**src/hdl/gpio_mux_pkg.sv**
```systemverilog
// constants, codes and field types of the pin function multiplexer
//
// How it works
// [RQ1] thirty user pins plus six flash pins
// [RQ2] software picks function through select field
// [RQ3] one function active per pin
// [RQ4] function routes output, enable and input
// [RQ5] shared peripheral input sees OR of pins
// [RQ6] out, enable, input invertible or forceable
// [RQ7] F5 drives software pins; input always delivered
// [RQ8] F1 serial controllers, roles by pin mod four
// [RQ9] F2 UARTs, roles by pin mod four
// [RQ10] F3 two-wire controllers, even data, odd clock
// [RQ11] F4 PWM slice pin/2 mod 8, A/B
// [RQ12] PWM channel B pin feeds slice input
// [RQ13] F6/F7 programmable IO, F8 clocks, F9 USB
// [RQ14] flash bank offers only flash and software
// [RQ15] flash F0 execute-in-place, F5 software, fixed order
// [RQ16] unassigned code: driver off, no input
package gpio_mux_pkg;

    // ------------------------------------------------------------
    // bank sizes
    // ------------------------------------------------------------
    localparam int USER_PINS  = 30;
    localparam int FLASH_PINS = 6;
    localparam int ALL_PINS   = USER_PINS + FLASH_PINS;

    // ------------------------------------------------------------
    // function select codes
    // ------------------------------------------------------------
    typedef logic [4:0] func_code_type;
    localparam func_code_type FN_FLASH = 5'h00;
    localparam func_code_type FN_SPI   = 5'h01;
    localparam func_code_type FN_UART  = 5'h02;
    localparam func_code_type FN_I2C   = 5'h03;
    localparam func_code_type FN_PWM   = 5'h04;
    localparam func_code_type FN_SOFT  = 5'h05;
    localparam func_code_type FN_PROG0 = 5'h06;
    localparam func_code_type FN_PROG1 = 5'h07;
    localparam func_code_type FN_CLK   = 5'h08;
    localparam func_code_type FN_USB   = 5'h09;
    localparam func_code_type FN_NULL  = 5'h1f;

    // ------------------------------------------------------------
    // override field: normal, invert, force low, force high
    // ------------------------------------------------------------
    typedef logic [1:0] ovr_type;
    localparam ovr_type OVR_NORMAL = 2'h0;
    localparam ovr_type OVR_INVERT = 2'h1;
    localparam ovr_type OVR_LOW    = 2'h2;
    localparam ovr_type OVR_HIGH   = 2'h3;

    typedef logic [ALL_PINS-1:0][4:0] func_bank_type;
    typedef logic [ALL_PINS-1:0][1:0] ovr_bank_type;

    // ------------------------------------------------------------
    // roles and special pins
    // ------------------------------------------------------------
    localparam int ROLES4       = 4;
    localparam int USB_ROLES    = 3;
    localparam int USB_OVCUR    = 0;
    localparam int USB_VBUS_DET = 1;
    localparam int USB_VBUS_EN  = 2;
    localparam int PWM_SLICES   = 8;
    localparam int CLK_IN0_PIN  = 20;
    localparam int CLK_IN1_PIN  = 22;
    localparam int CLK_OUT0_PIN = 21;
    localparam int CLK_OUT1_PIN = 23;
    localparam int CLK_OUT2_PIN = 24;
    localparam int CLK_OUT3_PIN = 25;
    localparam int INPUT_LAT    = 3;

endpackage

```
**src/hdl/pad_path_if.sv**
```systemverilog
// signals between the function multiplexer and the pad conditioner
`timescale 1ns/1ps
`default_nettype none
interface pad_path_if;
    logic [gpio_mux_pkg::ALL_PINS-1:0] raw_out;
    logic [gpio_mux_pkg::ALL_PINS-1:0] raw_oe;
    logic [gpio_mux_pkg::ALL_PINS-1:0] cond_out;
    logic [gpio_mux_pkg::ALL_PINS-1:0] cond_oe;
    logic [gpio_mux_pkg::ALL_PINS-1:0] cond_in;
    gpio_mux_pkg::ovr_bank_type        out_over;
    gpio_mux_pkg::ovr_bank_type        oe_over;
    gpio_mux_pkg::ovr_bank_type        in_over;

    modport mux (output raw_out, raw_oe, out_over, oe_over, in_over,
                 input cond_out, cond_oe, cond_in);
    modport cond (input raw_out, raw_oe, out_over, oe_over, in_over,
                  output cond_out, cond_oe, cond_in);
endinterface
`default_nettype wire

```
**src/hdl/pad_conditioner.sv**
```systemverilog
// pin input synchroniser and per-signal invert/force logic
`timescale 1ns/1ps
`default_nettype none
module pad_conditioner (
    // clock and reset
    input  wire logic                              clk,
    input  wire logic                              rst,
    // raw pad levels
    input  wire logic [gpio_mux_pkg::ALL_PINS-1:0] pad_in,
    // multiplexer side
    pad_path_if.cond                               pp
);

    logic [gpio_mux_pkg::ALL_PINS-1:0] sync1_reg;
    logic [gpio_mux_pkg::ALL_PINS-1:0] sync2_reg;

    // apply one override setting to a level
    function automatic logic apply_ovr(input logic lvl, input gpio_mux_pkg::ovr_type ovr);
        unique case (ovr)
            gpio_mux_pkg::OVR_NORMAL: apply_ovr = lvl;
            gpio_mux_pkg::OVR_INVERT: apply_ovr = ~lvl;
            gpio_mux_pkg::OVR_LOW:    apply_ovr = 1'b0;
            gpio_mux_pkg::OVR_HIGH:   apply_ovr = 1'b1;
        endcase
    endfunction

    // two-stage synchroniser on pad levels
    always_ff @(posedge clk or posedge rst) begin
        if (rst) begin
            sync1_reg <= '0;
            sync2_reg <= '0;
        end else begin
            sync1_reg <= pad_in;
            sync2_reg <= sync1_reg;
        end
    end

    // invert or force each of the three signals
    always_comb begin
        for (int p = 0; p < gpio_mux_pkg::ALL_PINS; p++) begin
            pp.cond_out[p] = apply_ovr(pp.raw_out[p], pp.out_over[p]); // [RQ6]
            pp.cond_oe[p]  = apply_ovr(pp.raw_oe[p], pp.oe_over[p]);   // [RQ6]
            pp.cond_in[p]  = apply_ovr(sync2_reg[p], pp.in_over[p]);   // [RQ6]
        end
    end

    AST_FORCE_LOW_IN: assert property (@(posedge clk) disable iff (rst) // [RQ6]
        pp.in_over[4] == gpio_mux_pkg::OVR_LOW |-> !pp.cond_in[4])
        else $error("forced low input not low");

endmodule
`default_nettype wire

```
**src/hdl/gpio_function_select_mux.sv**
```systemverilog
// per-pin function select multiplexer for user and flash banks
`timescale 1ns/1ps
`default_nettype none
module gpio_function_select_mux (
    // clock and reset
    input  wire logic                              clk,
    input  wire logic                              rst,
    // pads: 0..29 user, 30 clock, 31 select, 32..35 data
    input  wire logic [gpio_mux_pkg::ALL_PINS-1:0] pad_in,
    output logic      [gpio_mux_pkg::ALL_PINS-1:0] pad_out,
    output logic      [gpio_mux_pkg::ALL_PINS-1:0] pad_oe_n,
    // per-pin control settings
    input  wire gpio_mux_pkg::func_bank_type       function_select_field,
    input  wire gpio_mux_pkg::ovr_bank_type        out_over,
    input  wire gpio_mux_pkg::ovr_bank_type        oe_over,
    input  wire gpio_mux_pkg::ovr_bank_type        in_over,
    // serial peripheral controllers, roles rx, select, clock, tx
    input  wire logic [1:0][3:0]                   spi_out,
    input  wire logic [1:0][3:0]                   spi_oe,
    output logic      [1:0][3:0]                   spi_in,
    // uarts, roles tx, rx, cts, rts
    input  wire logic [1:0][3:0]                   uart_out,
    input  wire logic [1:0][3:0]                   uart_oe,
    output logic      [1:0][3:0]                   uart_in,
    // two-wire controllers, roles data, clock
    input  wire logic [1:0][1:0]                   i2c_out,
    input  wire logic [1:0][1:0]                   i2c_oe,
    output logic      [1:0][1:0]                   i2c_in,
    // pwm slices, channels a, b
    input  wire logic [7:0][1:0]                   pwm_out,
    output logic      [7:0]                        pwm_b_in,
    // software io block
    input  wire logic [gpio_mux_pkg::ALL_PINS-1:0] software_io_out,
    input  wire logic [gpio_mux_pkg::ALL_PINS-1:0] software_io_oe,
    output logic      [gpio_mux_pkg::ALL_PINS-1:0] software_io_in,
    // programmable io blocks
    input  wire logic [29:0]                       pio_zero_out,
    input  wire logic [29:0]                       pio_zero_oe,
    input  wire logic [29:0]                       pio_one_out,
    input  wire logic [29:0]                       pio_one_oe,
    output logic      [29:0]                       pio_in,
    // auxiliary clocks
    output logic      [1:0]                        aux_clock_input,
    input  wire logic [3:0]                        aux_clock_output,
    // usb power control
    output logic                                   usb_overcurrent_detect,
    output logic                                   usb_vbus_detect,
    input  wire logic                              usb_vbus_enable,
    // flash execute-in-place interface, same order as the pads
    input  wire logic [5:0]                        flash_exec_out,
    input  wire logic [5:0]                        flash_exec_oe,
    output logic      [5:0]                        flash_exec_in
);

    pad_path_if pp ();

    logic [gpio_mux_pkg::ALL_PINS-1:0] pad_out_reg;
    logic [gpio_mux_pkg::ALL_PINS-1:0] pad_oe_n_reg;
    logic [1:0][3:0]                   spi_in_reg;
    logic [1:0][3:0]                   spi_in_next;
    logic [1:0][3:0]                   uart_in_reg;
    logic [1:0][3:0]                   uart_in_next;
    logic [1:0][1:0]                   i2c_in_reg;
    logic [1:0][1:0]                   i2c_in_next;
    logic [7:0]                        pwm_b_in_reg;
    logic [7:0]                        pwm_b_in_next;
    logic [gpio_mux_pkg::ALL_PINS-1:0] soft_in_reg;
    logic [29:0]                       pio_in_reg;
    logic [1:0]                        aux_in_reg;
    logic [1:0]                        aux_in_next;
    logic [2:0]                        usb_in_reg;
    logic [2:0]                        usb_in_next;
    logic [5:0]                        flash_in_reg;
    logic [5:0]                        flash_in_next;
    logic [1:0]                        up_cnt_reg;

    // ------------------------------------------------------------
    // pin to peripheral decoding
    // ------------------------------------------------------------

    // role of a pin inside a group of four
    function automatic int role4(input int pin);
        role4 = pin % gpio_mux_pkg::ROLES4;
    endfunction

    // serial controller number: pins 0-7, 16-23 unit 0
    function automatic int spi_unit(input int pin);
        spi_unit = (pin / 8) % 2;
    endfunction

    // uart number: pins 4-11, 20-27 unit 1
    function automatic int uart_unit(input int pin);
        uart_unit = ((pin + 4) / 8) % 2;
    endfunction

    // two-wire unit: pins 0-1 unit 0, 2-3 unit 1, repeating every four
    function automatic int pair_unit(input int pin);
        pair_unit = (pin / 2) % 2;
    endfunction

    // ------------------------------------------------------------
    // conditioner instance
    // ------------------------------------------------------------
    pad_conditioner u_cond (
        .clk    (clk),
        .rst    (rst),
        .pad_in (pad_in),
        .pp     (pp.cond)
    );

    assign pp.out_over = out_over;
    assign pp.oe_over  = oe_over;
    assign pp.in_over  = in_over;

    // ------------------------------------------------------------
    // function multiplexer
    // ------------------------------------------------------------

    // route the chosen function's signals; inputs merged by OR
    always_comb begin
        pp.raw_out    = '0;
        pp.raw_oe     = '0; // [RQ16]
        spi_in_next   = '0;
        uart_in_next  = '0;
        i2c_in_next   = '0;
        pwm_b_in_next = '0;
        aux_in_next   = '0;
        usb_in_next   = '0;
        flash_in_next = '0;
        for (int p = 0; p < gpio_mux_pkg::USER_PINS; p++) begin // [RQ1]
            unique case (function_select_field[p]) // [RQ2] [RQ3] [RQ4]
                gpio_mux_pkg::FN_SPI: begin
                    pp.raw_out[p] = spi_out[spi_unit(p)][role4(p)]; // [RQ8]
                    pp.raw_oe[p]  = spi_oe[spi_unit(p)][role4(p)];
                    spi_in_next[spi_unit(p)][role4(p)] |= pp.cond_in[p]; // [RQ5]
                end
                gpio_mux_pkg::FN_UART: begin
                    pp.raw_out[p] = uart_out[uart_unit(p)][role4(p)]; // [RQ9]
                    pp.raw_oe[p]  = uart_oe[uart_unit(p)][role4(p)];
                    uart_in_next[uart_unit(p)][role4(p)] |= pp.cond_in[p]; // [RQ5]
                end
                gpio_mux_pkg::FN_I2C: begin
                    pp.raw_out[p] = i2c_out[pair_unit(p)][p % 2]; // [RQ10]
                    pp.raw_oe[p]  = i2c_oe[pair_unit(p)][p % 2];
                    i2c_in_next[pair_unit(p)][p % 2] |= pp.cond_in[p];
                end
                gpio_mux_pkg::FN_PWM: begin
                    pp.raw_out[p] = pwm_out[(p / 2) % gpio_mux_pkg::PWM_SLICES][p % 2]; // [RQ11]
                    pp.raw_oe[p]  = 1'b1;
                    if (p % 2 == 1) begin
                        pwm_b_in_next[(p / 2) % gpio_mux_pkg::PWM_SLICES] |= pp.cond_in[p]; // [RQ12]
                    end
                end
                gpio_mux_pkg::FN_SOFT: begin
                    pp.raw_out[p] = software_io_out[p]; // [RQ7]
                    pp.raw_oe[p]  = software_io_oe[p];
                end
                gpio_mux_pkg::FN_PROG0: begin
                    pp.raw_out[p] = pio_zero_out[p]; // [RQ13]
                    pp.raw_oe[p]  = pio_zero_oe[p];
                end
                gpio_mux_pkg::FN_PROG1: begin
                    pp.raw_out[p] = pio_one_out[p]; // [RQ13]
                    pp.raw_oe[p]  = pio_one_oe[p];
                end
                gpio_mux_pkg::FN_CLK: begin
                    // clock pins only; others stay undriven
                    unique case (p)
                        gpio_mux_pkg::CLK_IN0_PIN:  aux_in_next[0] = pp.cond_in[p]; // [RQ13]
                        gpio_mux_pkg::CLK_IN1_PIN:  aux_in_next[1] = pp.cond_in[p];
                        gpio_mux_pkg::CLK_OUT0_PIN: pp.raw_out[p]  = aux_clock_output[0];
                        gpio_mux_pkg::CLK_OUT1_PIN: pp.raw_out[p]  = aux_clock_output[1];
                        gpio_mux_pkg::CLK_OUT2_PIN: pp.raw_out[p]  = aux_clock_output[2];
                        gpio_mux_pkg::CLK_OUT3_PIN: pp.raw_out[p]  = aux_clock_output[3];
                        default: ; // [RQ16]
                    endcase
                    pp.raw_oe[p] = (p == gpio_mux_pkg::CLK_OUT0_PIN) || (p == gpio_mux_pkg::CLK_OUT1_PIN) ||
                                   (p == gpio_mux_pkg::CLK_OUT2_PIN) || (p == gpio_mux_pkg::CLK_OUT3_PIN);
                end
                gpio_mux_pkg::FN_USB: begin
                    // roles cycle by pin mod three
                    if (p % gpio_mux_pkg::USB_ROLES == gpio_mux_pkg::USB_VBUS_EN) begin
                        pp.raw_out[p] = usb_vbus_enable; // [RQ13]
                        pp.raw_oe[p]  = 1'b1;
                    end else begin
                        usb_in_next[p % gpio_mux_pkg::USB_ROLES] |= pp.cond_in[p];
                    end
                end
                default: ; // [RQ16]
            endcase
        end
        for (int k = 0; k < gpio_mux_pkg::FLASH_PINS; k++) begin // [RQ14]
            unique case (function_select_field[gpio_mux_pkg::USER_PINS + k])
                gpio_mux_pkg::FN_FLASH: begin
                    pp.raw_out[gpio_mux_pkg::USER_PINS + k] = flash_exec_out[k]; // [RQ15]
                    pp.raw_oe[gpio_mux_pkg::USER_PINS + k]  = flash_exec_oe[k];
                    flash_in_next[k] = pp.cond_in[gpio_mux_pkg::USER_PINS + k];
                end
                gpio_mux_pkg::FN_SOFT: begin
                    pp.raw_out[gpio_mux_pkg::USER_PINS + k] = software_io_out[gpio_mux_pkg::USER_PINS + k]; // [RQ15]
                    pp.raw_oe[gpio_mux_pkg::USER_PINS + k]  = software_io_oe[gpio_mux_pkg::USER_PINS + k];
                end
                default: ; // [RQ16]
            endcase
        end
    end

    // ------------------------------------------------------------
    // registered pad drive
    // ------------------------------------------------------------

    // pad level and active-low enable
    always_ff @(posedge clk or posedge rst) begin
        if (rst) begin
            pad_out_reg  <= '0;
            pad_oe_n_reg <= '1;
        end else begin
            pad_out_reg  <= pp.cond_out;
            pad_oe_n_reg <= ~pp.cond_oe; // [RQ4]
        end
    end

    // ------------------------------------------------------------
    // registered peripheral inputs
    // ------------------------------------------------------------

    // function-specific inputs
    always_ff @(posedge clk or posedge rst) begin
        if (rst) begin
            spi_in_reg   <= '0;
            uart_in_reg  <= '0;
            i2c_in_reg   <= '0;
            pwm_b_in_reg <= '0;
        end else begin
            spi_in_reg   <= spi_in_next;
            uart_in_reg  <= uart_in_next;
            i2c_in_reg   <= i2c_in_next;
            pwm_b_in_reg <= pwm_b_in_next;
        end
    end

    // clock, usb and flash inputs
    always_ff @(posedge clk or posedge rst) begin
        if (rst) begin
            aux_in_reg   <= '0;
            usb_in_reg   <= '0;
            flash_in_reg <= '0;
        end else begin
            aux_in_reg   <= aux_in_next;
            usb_in_reg   <= usb_in_next;
            flash_in_reg <= flash_in_next;
        end
    end

    // inputs always seen by software and programmable io
    always_ff @(posedge clk or posedge rst) begin
        if (rst) begin
            soft_in_reg <= '0;
            pio_in_reg  <= '0;
        end else begin
            soft_in_reg <= pp.cond_in; // [RQ7]
            pio_in_reg <= pp.cond_in[gpio_mux_pkg::USER_PINS-1:0];
        end
    end

    // cycles since reset, for input-latency checks
    always_ff @(posedge clk or posedge rst) begin
        if (rst) begin
            up_cnt_reg <= '0;
        end else if (up_cnt_reg != 2'(gpio_mux_pkg::INPUT_LAT)) begin
            up_cnt_reg <= up_cnt_reg + 2'h1;
        end
    end

    assign pad_out                = pad_out_reg;
    assign pad_oe_n               = pad_oe_n_reg;
    assign spi_in                 = spi_in_reg;
    assign uart_in                = uart_in_reg;
    assign i2c_in                 = i2c_in_reg;
    assign pwm_b_in               = pwm_b_in_reg;
    assign software_io_in         = soft_in_reg;
    assign pio_in                 = pio_in_reg;
    assign aux_clock_input        = aux_in_reg;
    assign usb_overcurrent_detect = usb_in_reg[gpio_mux_pkg::USB_OVCUR];
    assign usb_vbus_detect        = usb_in_reg[gpio_mux_pkg::USB_VBUS_DET];
    assign flash_exec_in          = flash_in_reg;

    // ------------------------------------------------------------
    // checks
    // ------------------------------------------------------------

    AST_NULL_UNDRIVEN: assert property (@(posedge clk) disable iff (rst) // [RQ16]
        function_select_field[0] == gpio_mux_pkg::FN_NULL && oe_over[0] == gpio_mux_pkg::OVR_NORMAL
        |=> pad_oe_n[0])
        else $error("unassigned pin is driven");

    AST_SOFT_DRIVE: assert property (@(posedge clk) disable iff (rst) // [RQ7]
        function_select_field[5] == gpio_mux_pkg::FN_SOFT && out_over[5] == gpio_mux_pkg::OVR_NORMAL
        && oe_over[5] == gpio_mux_pkg::OVR_NORMAL
        |=> pad_out[5] == $past(software_io_out[5]) && pad_oe_n[5] == !$past(software_io_oe[5]))
        else $error("software drive not on pin 5");

    AST_SOFT_INPUT: assert property (@(posedge clk) disable iff (rst) // [RQ7]
        up_cnt_reg == 2'(gpio_mux_pkg::INPUT_LAT) && $past(in_over[3]) == gpio_mux_pkg::OVR_NORMAL
        |-> software_io_in[3] == $past(pad_in[3], 3))
        else $error("pin 3 level not seen by software");

    AST_OR_MERGE: assert property (@(posedge clk) disable iff (rst) // [RQ5]
        function_select_field[1] == gpio_mux_pkg::FN_UART && function_select_field[13] == gpio_mux_pkg::FN_UART
        |=> uart_in[0][1] == $past(pp.cond_in[1] | pp.cond_in[13]
            | (pp.cond_in[17] & (function_select_field[17] == gpio_mux_pkg::FN_UART))
            | (pp.cond_in[29] & (function_select_field[29] == gpio_mux_pkg::FN_UART))))
        else $error("uart0 rx not OR of pins");

    AST_PWM_B_IN: assert property (@(posedge clk) disable iff (rst) // [RQ12]
        function_select_field[3] == gpio_mux_pkg::FN_PWM |=> pwm_b_in[1] == $past(pp.cond_in[3]
            | (pp.cond_in[19] & (function_select_field[19] == gpio_mux_pkg::FN_PWM))))
        else $error("pwm slice 1 b input wrong");

    AST_FORCE_HIGH: assert property (@(posedge clk) disable iff (rst) // [RQ6]
        out_over[7] == gpio_mux_pkg::OVR_HIGH |=> pad_out[7])
        else $error("forced high output not high");

    AST_INVERT_OE: assert property (@(posedge clk) disable iff (rst) // [RQ6]
        function_select_field[0] == gpio_mux_pkg::FN_SOFT && oe_over[0] == gpio_mux_pkg::OVR_INVERT
        |=> pad_oe_n[0] == $past(software_io_oe[0]))
        else $error("inverted enable wrong");

    AST_FLASH_EXEC: assert property (@(posedge clk) disable iff (rst) // [RQ15]
        function_select_field[30] == gpio_mux_pkg::FN_FLASH && out_over[30] == gpio_mux_pkg::OVR_NORMAL
        |=> pad_out[30] == $past(flash_exec_out[0]))
        else $error("flash clock not routed");

    AST_SPI_TX: assert property (@(posedge clk) disable iff (rst) // [RQ8]
        function_select_field[27] == gpio_mux_pkg::FN_SPI && out_over[27] == gpio_mux_pkg::OVR_NORMAL
        |=> pad_out[27] == $past(spi_out[1][3]))
        else $error("spi1 tx not on pin 27");

    AST_UART_TX: assert property (@(posedge clk) disable iff (rst) // [RQ9]
        function_select_field[20] == gpio_mux_pkg::FN_UART && out_over[20] == gpio_mux_pkg::OVR_NORMAL
        |=> pad_out[20] == $past(uart_out[1][0]))
        else $error("uart1 tx not on pin 20");

endmodule
`default_nettype wire

```
**config.mk**
```make
export PLATFORM = sky130hd
export DESIGN_NAME = gpio_function_select_mux
export DESIGN_NICKNAME = d
export VERILOG_FILES = /design/src/hdl/gpio_mux_pkg.sv /design/src/hdl/pad_path_if.sv /design/src/hdl/pad_conditioner.sv /design/src/hdl/gpio_function_select_mux.sv
export SDC_FILE = /design/constraint.sdc
export NUM_CORES = 1
export LEC_CHECK = 0
export BUFFER_PORTS_ARGS = -buffer_cell sky130_fd_sc_hd__buf_2
export CAP_MARGIN = 40
export CORE_AREA = 2 2 341 343
export CTS_BUF_LIST = sky130_fd_sc_hd__clkbuf_8
export DETAILED_ROUTE_END_ITERATION = 7
export DIE_AREA = 0 0 343 345
export RECOVER_POWER = 25
export SLEW_MARGIN = 30
export SYNTH_ARGS = -nofsm -noshare
export SYNTH_HDL_FRONTEND = slang
export SYNTH_SLANG_ARGS = --single-unit
```
**constraint.sdc**
```tcl
create_clock -name clk -period 6.8 [get_ports clk]
set_clock_uncertainty 0.2 [all_clocks]
set_input_delay 1.02 -clock clk [delete_from_list [all_inputs] [get_ports clk]]
set_output_delay 1.02 -clock clk [all_outputs]
set_load 0.01 [all_outputs]
```
# Yosys cells after proc, flatten, opt, wreduce, memory -nomap -nowiden
# Index checks and enable logic that the tools add are counted.
[totals]
inputBits = 699
romBits = 0
wordCells = 1236
out_inout_bits = 176
ramBits = 0
latchBits = 0
memories = 0
regBits = 248
[classes]
n_reduce_logical = 127
eq_ne = 576
mul = 0
muxes = 313
bitwise_logic = 204
div_mod_pow = 0
n_shift = 0
addsub = 0
magnitude_cmp = 0
[ops]
columns = ["cell", "n"]
rows = [
  ["$eq A5 B3 Y1 const B", 126],
  ["$eq A2 B2 Y1 const B", 216],
  ["$pmux W1 S4", 108],
  ["$pmux W1 S7", 47],
  ["$eq A5 B2 Y1 const B", 60],
  ["$eq A2 B1 Y1 const B", 108],
  ["$logic_not A2 Y1", 108],
  ["$eq A5 B4 Y1 const B", 36],
  ["$eq A5 B1 Y1 const B", 30],
  ["$mux W1", 133],
  ["$not A1 Y1", 108],
  ["$pmux W1 S8", 12],
  ["$or A1 B1 Y1", 95],
  ["$not A36 Y36", 1],
  ["$logic_not A5 Y1", 6],
  ["$pmux W1 S2", 12],
  ["$reduce_or A2 Y1", 12],
  ["$pmux W1 S9", 1],
  ["$reduce_or A3 Y1", 1],
]

# Depth between registers and ports, before layout
[depth]
depth_word = 21
mapped_depth = 6
ltp_nobuf = 6

# By module
# Synthesis repeated with hierarchy kept, for this count alone.
[hier_totals]
hier_cells = 1403
hier_area_um2 = 15369.7
[modules_own_cells]
columns = ["mod", "n_inst", "cells_each", "area_per_inst_um2"]
rows = [
  ["gpio_function_select_mux", 1, 1114, 10321.1],
  ["pad_conditioner", 1, 289, 5048.6],
]

# Worst setup path after synthesis
# No wires, ideal clock.
[synth_path]
path_type = "input to register"
startpoint = "input port function_select_field[30] (netlist bit)"
endpoint = "register pad_out_reg, in the netlist pad_out[6]"
setup_ns = 0.132
arrival_ns = 2.253
path_slack_ns = 4.215
path_buffers = 1
required_ns = 6.468
stages = 6
path_cell_list = "buf_2 -> mux4_2 -> and3_1 -> a221oi_1 -> nor3_1 -> xor2_1"
[synth_via]
elab_chain_len = 4
[synth_rtl]
columns = ["element", "line_no", "source"]
rows = [
  ["start: declaration", "gpio_function_select_mux.sv:13", "input wire gpio_mux_pkg::func_bank_type function_select_field,"],
  ["$eq A5 B3 Y1, or another cell as far along", "gpio_function_select_mux.sv:131", "unique case (function_select_field[p])"],
  ["$pmux W1 S7 (*)", "gpio_function_select_mux.sv:131", ""],
  ["$not A1 Y1", "pad_conditioner.sv:21", "gpio_mux_pkg::OVR_INVERT: apply_ovr = ~lvl;"],
  ["$pmux W1 S4 (*)", "pad_conditioner.sv:19", "unique case (ovr)"],
  ["net pp.cond_out, one bit", "pad_path_if.sv:7", "logic [gpio_mux_pkg::ALL_PINS-1:0] cond_out;"],
  ["end signal: assignment", "gpio_function_select_mux.sv:218", "pad_out_reg <= pp.cond_out;"],
  ["end: declaration", "gpio_function_select_mux.sv:57", "logic [gpio_mux_pkg::ALL_PINS-1:0] pad_out_reg;"],
]
# The timed path passes the listed nets; every way through them passes the cells marked *.

==> PnR_summary.wiki <==
{| class="wikitable"
! Metric !! Value
|-
| Share of flip-flops with an asynchronous set or reset after synthesis || 100%
|-
| Average wire length per cell after detail routing || between 20 and 25 um
|-
| Total of endpoints with negative setup slack in the final report || 0
|-
| Post-DRT Antenna Nets || 0
|-
| Part of the power in the clock network || 43.4%
|-
| CP cell instances || buf_2
|-
| Footprint of the flip-flops and latches || between 0.005 and 0.006 mm^2
|-
| Static leakage || roughly 9.3 nW
|-
| Starting density of the core || 11.9%
|-
| Maximum cell stage delay along the critical path || 0.49 ns
|-
| Relative slew margins || a little under a third
|-
| Clock Tree Buf Depth || 3
|-
| Floorplan die area || 0.118 mm^2
|-
| Result of the run || completed
|-
| Number of warning messages in the yosys log || 0
|-
| Cell Count, Final, Fillers Out || 3811
|-
| Sequential share of power || roughly a third
|-
| DRT Pass-1 Iters || 8
|-
| Placeable core region || 0.115 mm^2
|-
| Final-report hold violation count || 0
|-
| Insertion delay of the later-clocked pin in the worst-skew pair || approximately 0.70 ns
|-
| Height of the die || between 300 and 400 um
|-
| Critical Path Fanout Max || 2
|-
| Unrepaired setup endpoints after global routing || false
|-
| Highest clock rate || between 300 and 400 MHz
|-
| WP data required || 5.58 ns
|-
| Share of synthesized cell area in full adder, half adder and majority cells || 0%
|-
| Worst setup timing slack at the placement stage || between 3 and 4 ns
|-
| Largest family of logic cells by synthesized area || simple AND/OR/NAND/NOR gates
|-
| Area grow syn2layout || 51.7%
|-
| Comb power frac || roughly 22%
|-
| Max-slew violation count || 0
|-
| Slew at the pin closest to its max-slew limit || slightly above 1 ns
|-
| Number of antenna violations at the first check in global routing || 67
|-
| Clock transition at the register clock pins on the worst setup and hold paths after CTS || around 0.08 ns
|-
| Seq cells post-synth || roughly 220
|-
| Most instantiated flip-flop cell in the synthesis netlist || sky130_fd_sc_hd__dfrtp_1
|-
| Area of the multi-input gates || approximately 0.0075 mm^2
|-
| # Max-Cap Violations || 0
|-
| Final weighted congestion of routability-driven global placement || ~0.94
|-
| Pin count of the biggest net entering global routing || about 120
|-
| Path type of the worst min-delay path || reg2reg
|-
| Switching share of power || 32.1%
|-
| Complex-gate fraction of the synthesized area || between 10% and 20%
|-
| Setup slack on the worst flop-to-flop path || between 4 and 5 ns
|-
| Post-synthesis net count || about 2.1k
|-
| DRC || 0
|-
| Total half-perimeter wirelength after legalization and detailed placement || ~76 mm
|-
| Endpoint arrival time on the critical path || roughly 1.4 ns
|-
| First DRT Iteration DRCs || slightly below 1k
|-
| Total routing usage reported by global routing || between 10 and 15%
|-
| Fill cell total of the finished layout || between 10k and 15k
|-
| End of the critical path || software_io_in[22]
|-
| Post-synthesis cell type with the largest combined area || sky130_fd_sc_hd__dfrtp_1
|-
| Category of the worst setup path capture point || output pin
|-
| Total grt overflow || 0
|-
| Multiplexer share of the synthesized area || between 10% and 20%
|-
| Final cycle utilization of the critical path || 39.1%
|-
| Critical path buffer and inverter count || 1
|-
| Simple-Gate Fraction of Synth Area || 21.4%
|-
| Count of flip-flops with a built-in enable after synthesis || 0
|-
| Logic depth of the worst register-to-register path || 6
|-
| Placed Cells incl. Taps || around 3.7k
|-
| Peak VDD IR || about 120 uV
|-
| Total of buffers placed on input and output ports || 874
|-
| Total power density per cell area || a little under 200 mW/mm^2
|-
| Kind of cell with the highest combined delay on the critical path || flip-flops
|-
| Reg-to-reg critical path endpoint || usb_in_reg[1]$_DFF_PP0_
|-
| Final setup TNS || 0 ns
|-
| Count of distinct cell types in the synthesized netlist || just under 80
|-
| Vias per std cell || about 4.0
|-
| Total via count in the routed design || approximately 15k
|-
| Startpoint of the lowest-slack register-to-register path || u_cond.sync2_reg[13]$_DFF_PP0_
|-
| Worst setup slack after layout || approximately 4.1 ns
|-
| Mean cell area of the mapped netlist || just under 10 um^2
|-
| Path length in cells of the critical path || 1
|-
| Post-Syn Area || 0.0137 mm^2
|-
| # clock sinks || ~220
|-
| Root cell of the clock tree || sky130_fd_sc_hd__clkbuf_8
|-
| Top-area cell type share of the netlist area || between 30% and 40%
|-
| Critical path launch point || pio_in[22]$_DFF_PP0_
|-
| Switching power || 0.00132 W
|-
| Post-Syn Instances || 1393
|-
| Final Critical Period || approximately 2.7 ns
|-
| Category of the worst setup path launch point || register
|-
| Sequential share of the synthesized area || ~40%
|-
| Post-layout net count || a little under 3k
|-
| Aggregate routed wire length || between 80 and 90 mm
|-
| Number of setup buffers added after CTS || 0
|-
| Floorplan die width || 343 um
|-
| Synth area leaders || sky130_fd_sc_hd__dfrtp_1, sky130_fd_sc_hd__dfstp_2, sky130_fd_sc_hd__xnor2_1, sky130_fd_sc_hd__mux4_2, sky130_fd_sc_hd__mux2i_1
|-
| Global-route wire length before repair || between 100 and 150 mm
|-
| Slowest cell on crit path || sky130_fd_sc_hd__dfrtp_1
|-
| Fraction of layout instances using a drive strength above 1 || about half
|-
| Number of ports placed on the die boundary || around 880
|-
| Clock tree from TritonCTS || done
|-
| Critical path class || reg2out
|-
| Number of rows created at floorplan || about 130
|-
| Number of global-route vias before repair || roughly 15k
|-
| Design internal power || approximately 0.0028 W
|-
| Xor-xnor portion of the synthesized cell area || approximately 7.2%
|-
| Number of H-tree levels || 2
|-
| Number of gates resized after cts || 0
|-
| Number of hold buffers added after cts || 0
|-
| Number of buffers created by CTS || 50
|}
[routing by layer]
layer | wire length, um | GRT usage [%]
met4 | 3820 | 5.73
met1 | 37200 | 18.3
met2 | 39200 | 22.4
met3 | 8850 | 4.58
met5 | 115 | 0
[per-stage QoR]
step	power [W]	hold WS, ns	utilization [%]	instance area (um^2)
after global placement	0.00235	0.132	17.0	19600
after global routing	0.00435	0.139	18.1	20800
after CTS	0.00424	0.0726	18.1	20800
final	0.00412	0.128	18.1	20800
after floorplan	0.00186	0.131	-	13700
after detailed placement	0.00236	0.135	17.1	19700
[area by class of cell]
| cell class | instances | share of cell area, % |
|---|---|---|
| Multi-Input combinational cell | 1012 | 36.0 |
| Sequential cell | 218 | 26.4 |
| Timing Repair Buffer | 891 | 21.7 |
| Tap cell | 1524 | 9.15 |
| Clock buffer | 63 | 4.16 |
| Clock inverter | 28 | 1.31 |
| Inverter | 57 | 1.03 |
| Antenna cell | 18 | 0.216 |
[Yosys cell counts (5+ instances only)]
library cell / number
sky130_fd_sc_hd__o22ai_1: 10
sky130_fd_sc_hd__xnor2_1: 69
sky130_fd_sc_hd__nor4bb_1: 7
sky130_fd_sc_hd__nor2b_1: 52
sky130_fd_sc_hd__a22o_1: 9
sky130_fd_sc_hd__a32o_1: 5
sky130_fd_sc_hd__nor4b_1: 7
sky130_fd_sc_hd__clkbuf_1: 32
sky130_fd_sc_hd__mux4_2: 26
sky130_fd_sc_hd__and3b_1: 5
sky130_fd_sc_hd__nor3b_1: 18
sky130_fd_sc_hd__or3_1: 12
sky130_fd_sc_hd__nand2b_1: 40
sky130_fd_sc_hd__a32oi_1: 13
sky130_fd_sc_hd__a2111oi_1: 6
sky130_fd_sc_hd__nor2_1: 92
sky130_fd_sc_hd__nand3_1: 47
sky130_fd_sc_hd__o221ai_1: 8
sky130_fd_sc_hd__buf_4: 38
sky130_fd_sc_hd__nor4_1: 21
sky130_fd_sc_hd__a31oi_1: 14
sky130_fd_sc_hd__and2_1: 8
sky130_fd_sc_hd__o311ai_0: 7
sky130_fd_sc_hd__a211oi_1: 11
sky130_fd_sc_hd__nand2_1: 69
sky130_fd_sc_hd__o31ai_1: 16
sky130_fd_sc_hd__dfrtp_1: 182
sky130_fd_sc_hd__nand3b_1: 23
sky130_fd_sc_hd__a22oi_1: 23
sky130_fd_sc_hd__mux2i_1: 48
sky130_fd_sc_hd__dfstp_2: 36
sky130_fd_sc_hd__mux2_2: 42
sky130_fd_sc_hd__xor2_1: 44
sky130_fd_sc_hd__buf_2: 34
sky130_fd_sc_hd__inv_1: 57
sky130_fd_sc_hd__o21bai_1: 6
sky130_fd_sc_hd__a21oi_1: 30
sky130_fd_sc_hd__a2111oi_0: 10
sky130_fd_sc_hd__nand4_1: 18
sky130_fd_sc_hd__and3_1: 8
sky130_fd_sc_hd__a311oi_1: 7
sky130_fd_sc_hd__nand4b_1: 15
sky130_fd_sc_hd__nor3_1: 60
sky130_fd_sc_hd__o21ai_0: 30
sky130_fd_sc_hd__a221oi_1: 21
[logic make-up after synthesis]
| kind of cell | Yosys count |
|---|---|
| buffers and inverters | 163 |
| multiplexers | 116 |
| XOR/XNOR | 113 |
| AND/OR/NAND/NOR | 522 |
| AO/OA/AOI/OAI | 261 |
| flip-flops | 218 |
[placed cells by master, fill, tap and decap left out, drive strengths merged, types with 18 or more instances in the layout]
master and n:
buf 886, nand4 18, mux2 42, nand2 69, dfstp 36, mux2i 48, xnor2 69, o21ai 32
xor2 44, clkbuf 68, nor2b 52, a22oi 23, nor2 92, a21oi 30, a221oi 21, nand3 47
mux4 26, a2111oi 20, inv 63, dfrtp 182, diode 18, nor3 60, nand2b 41, nand3b 23
nor4 22, nor3b 18
[power groups by stage]
stage          clock [W]  sequential, W  combinational [W]
2_1_floorplan          0        0.00148           0.000382
3_3_place_gp           0        0.00146           0.000891
3_5_place_dp           0        0.00146           0.000900
4_1_cts          0.00190        0.00144           0.000903
5_1_grt          0.00193        0.00144           0.000969
6_report         0.00179        0.00144           0.000897
[how the worst min path moves through the flow]
stage,start,to,depth (start not counted)
2_1_floorplan,u_cond.sync1_reg[0]$_DFF_PP0_,u_cond.sync2_reg[0]$_DFF_PP0_,0
3_3_place_gp,u_cond.sync1_reg[5]$_DFF_PP0_,u_cond.sync2_reg[5]$_DFF_PP0_,0
3_5_place_dp,u_cond.sync1_reg[0]$_DFF_PP0_,u_cond.sync2_reg[0]$_DFF_PP0_,0
4_1_cts,rst,pwm_b_in[7]$_DFF_PP0_,2
5_1_grt,pad_in[7],u_cond.sync1_reg[7]$_DFF_PP0_,1
6_report,u_cond.sync1_reg[21]$_DFF_PP0_,u_cond.sync2_reg[21]$_DFF_PP0_,0
[worst register-to-register path: cells and delay by family (launching register included)]
kind,cells,cell delay [ns]
buffers and inverters,2,0.41
and+or+nand+nor,2,0.22
DFF,1,0.35
xor gates and xnor gates,1,0.49
AOI/OAI and AO/OA,1,0.69
(Power assumes the default switching activity.)
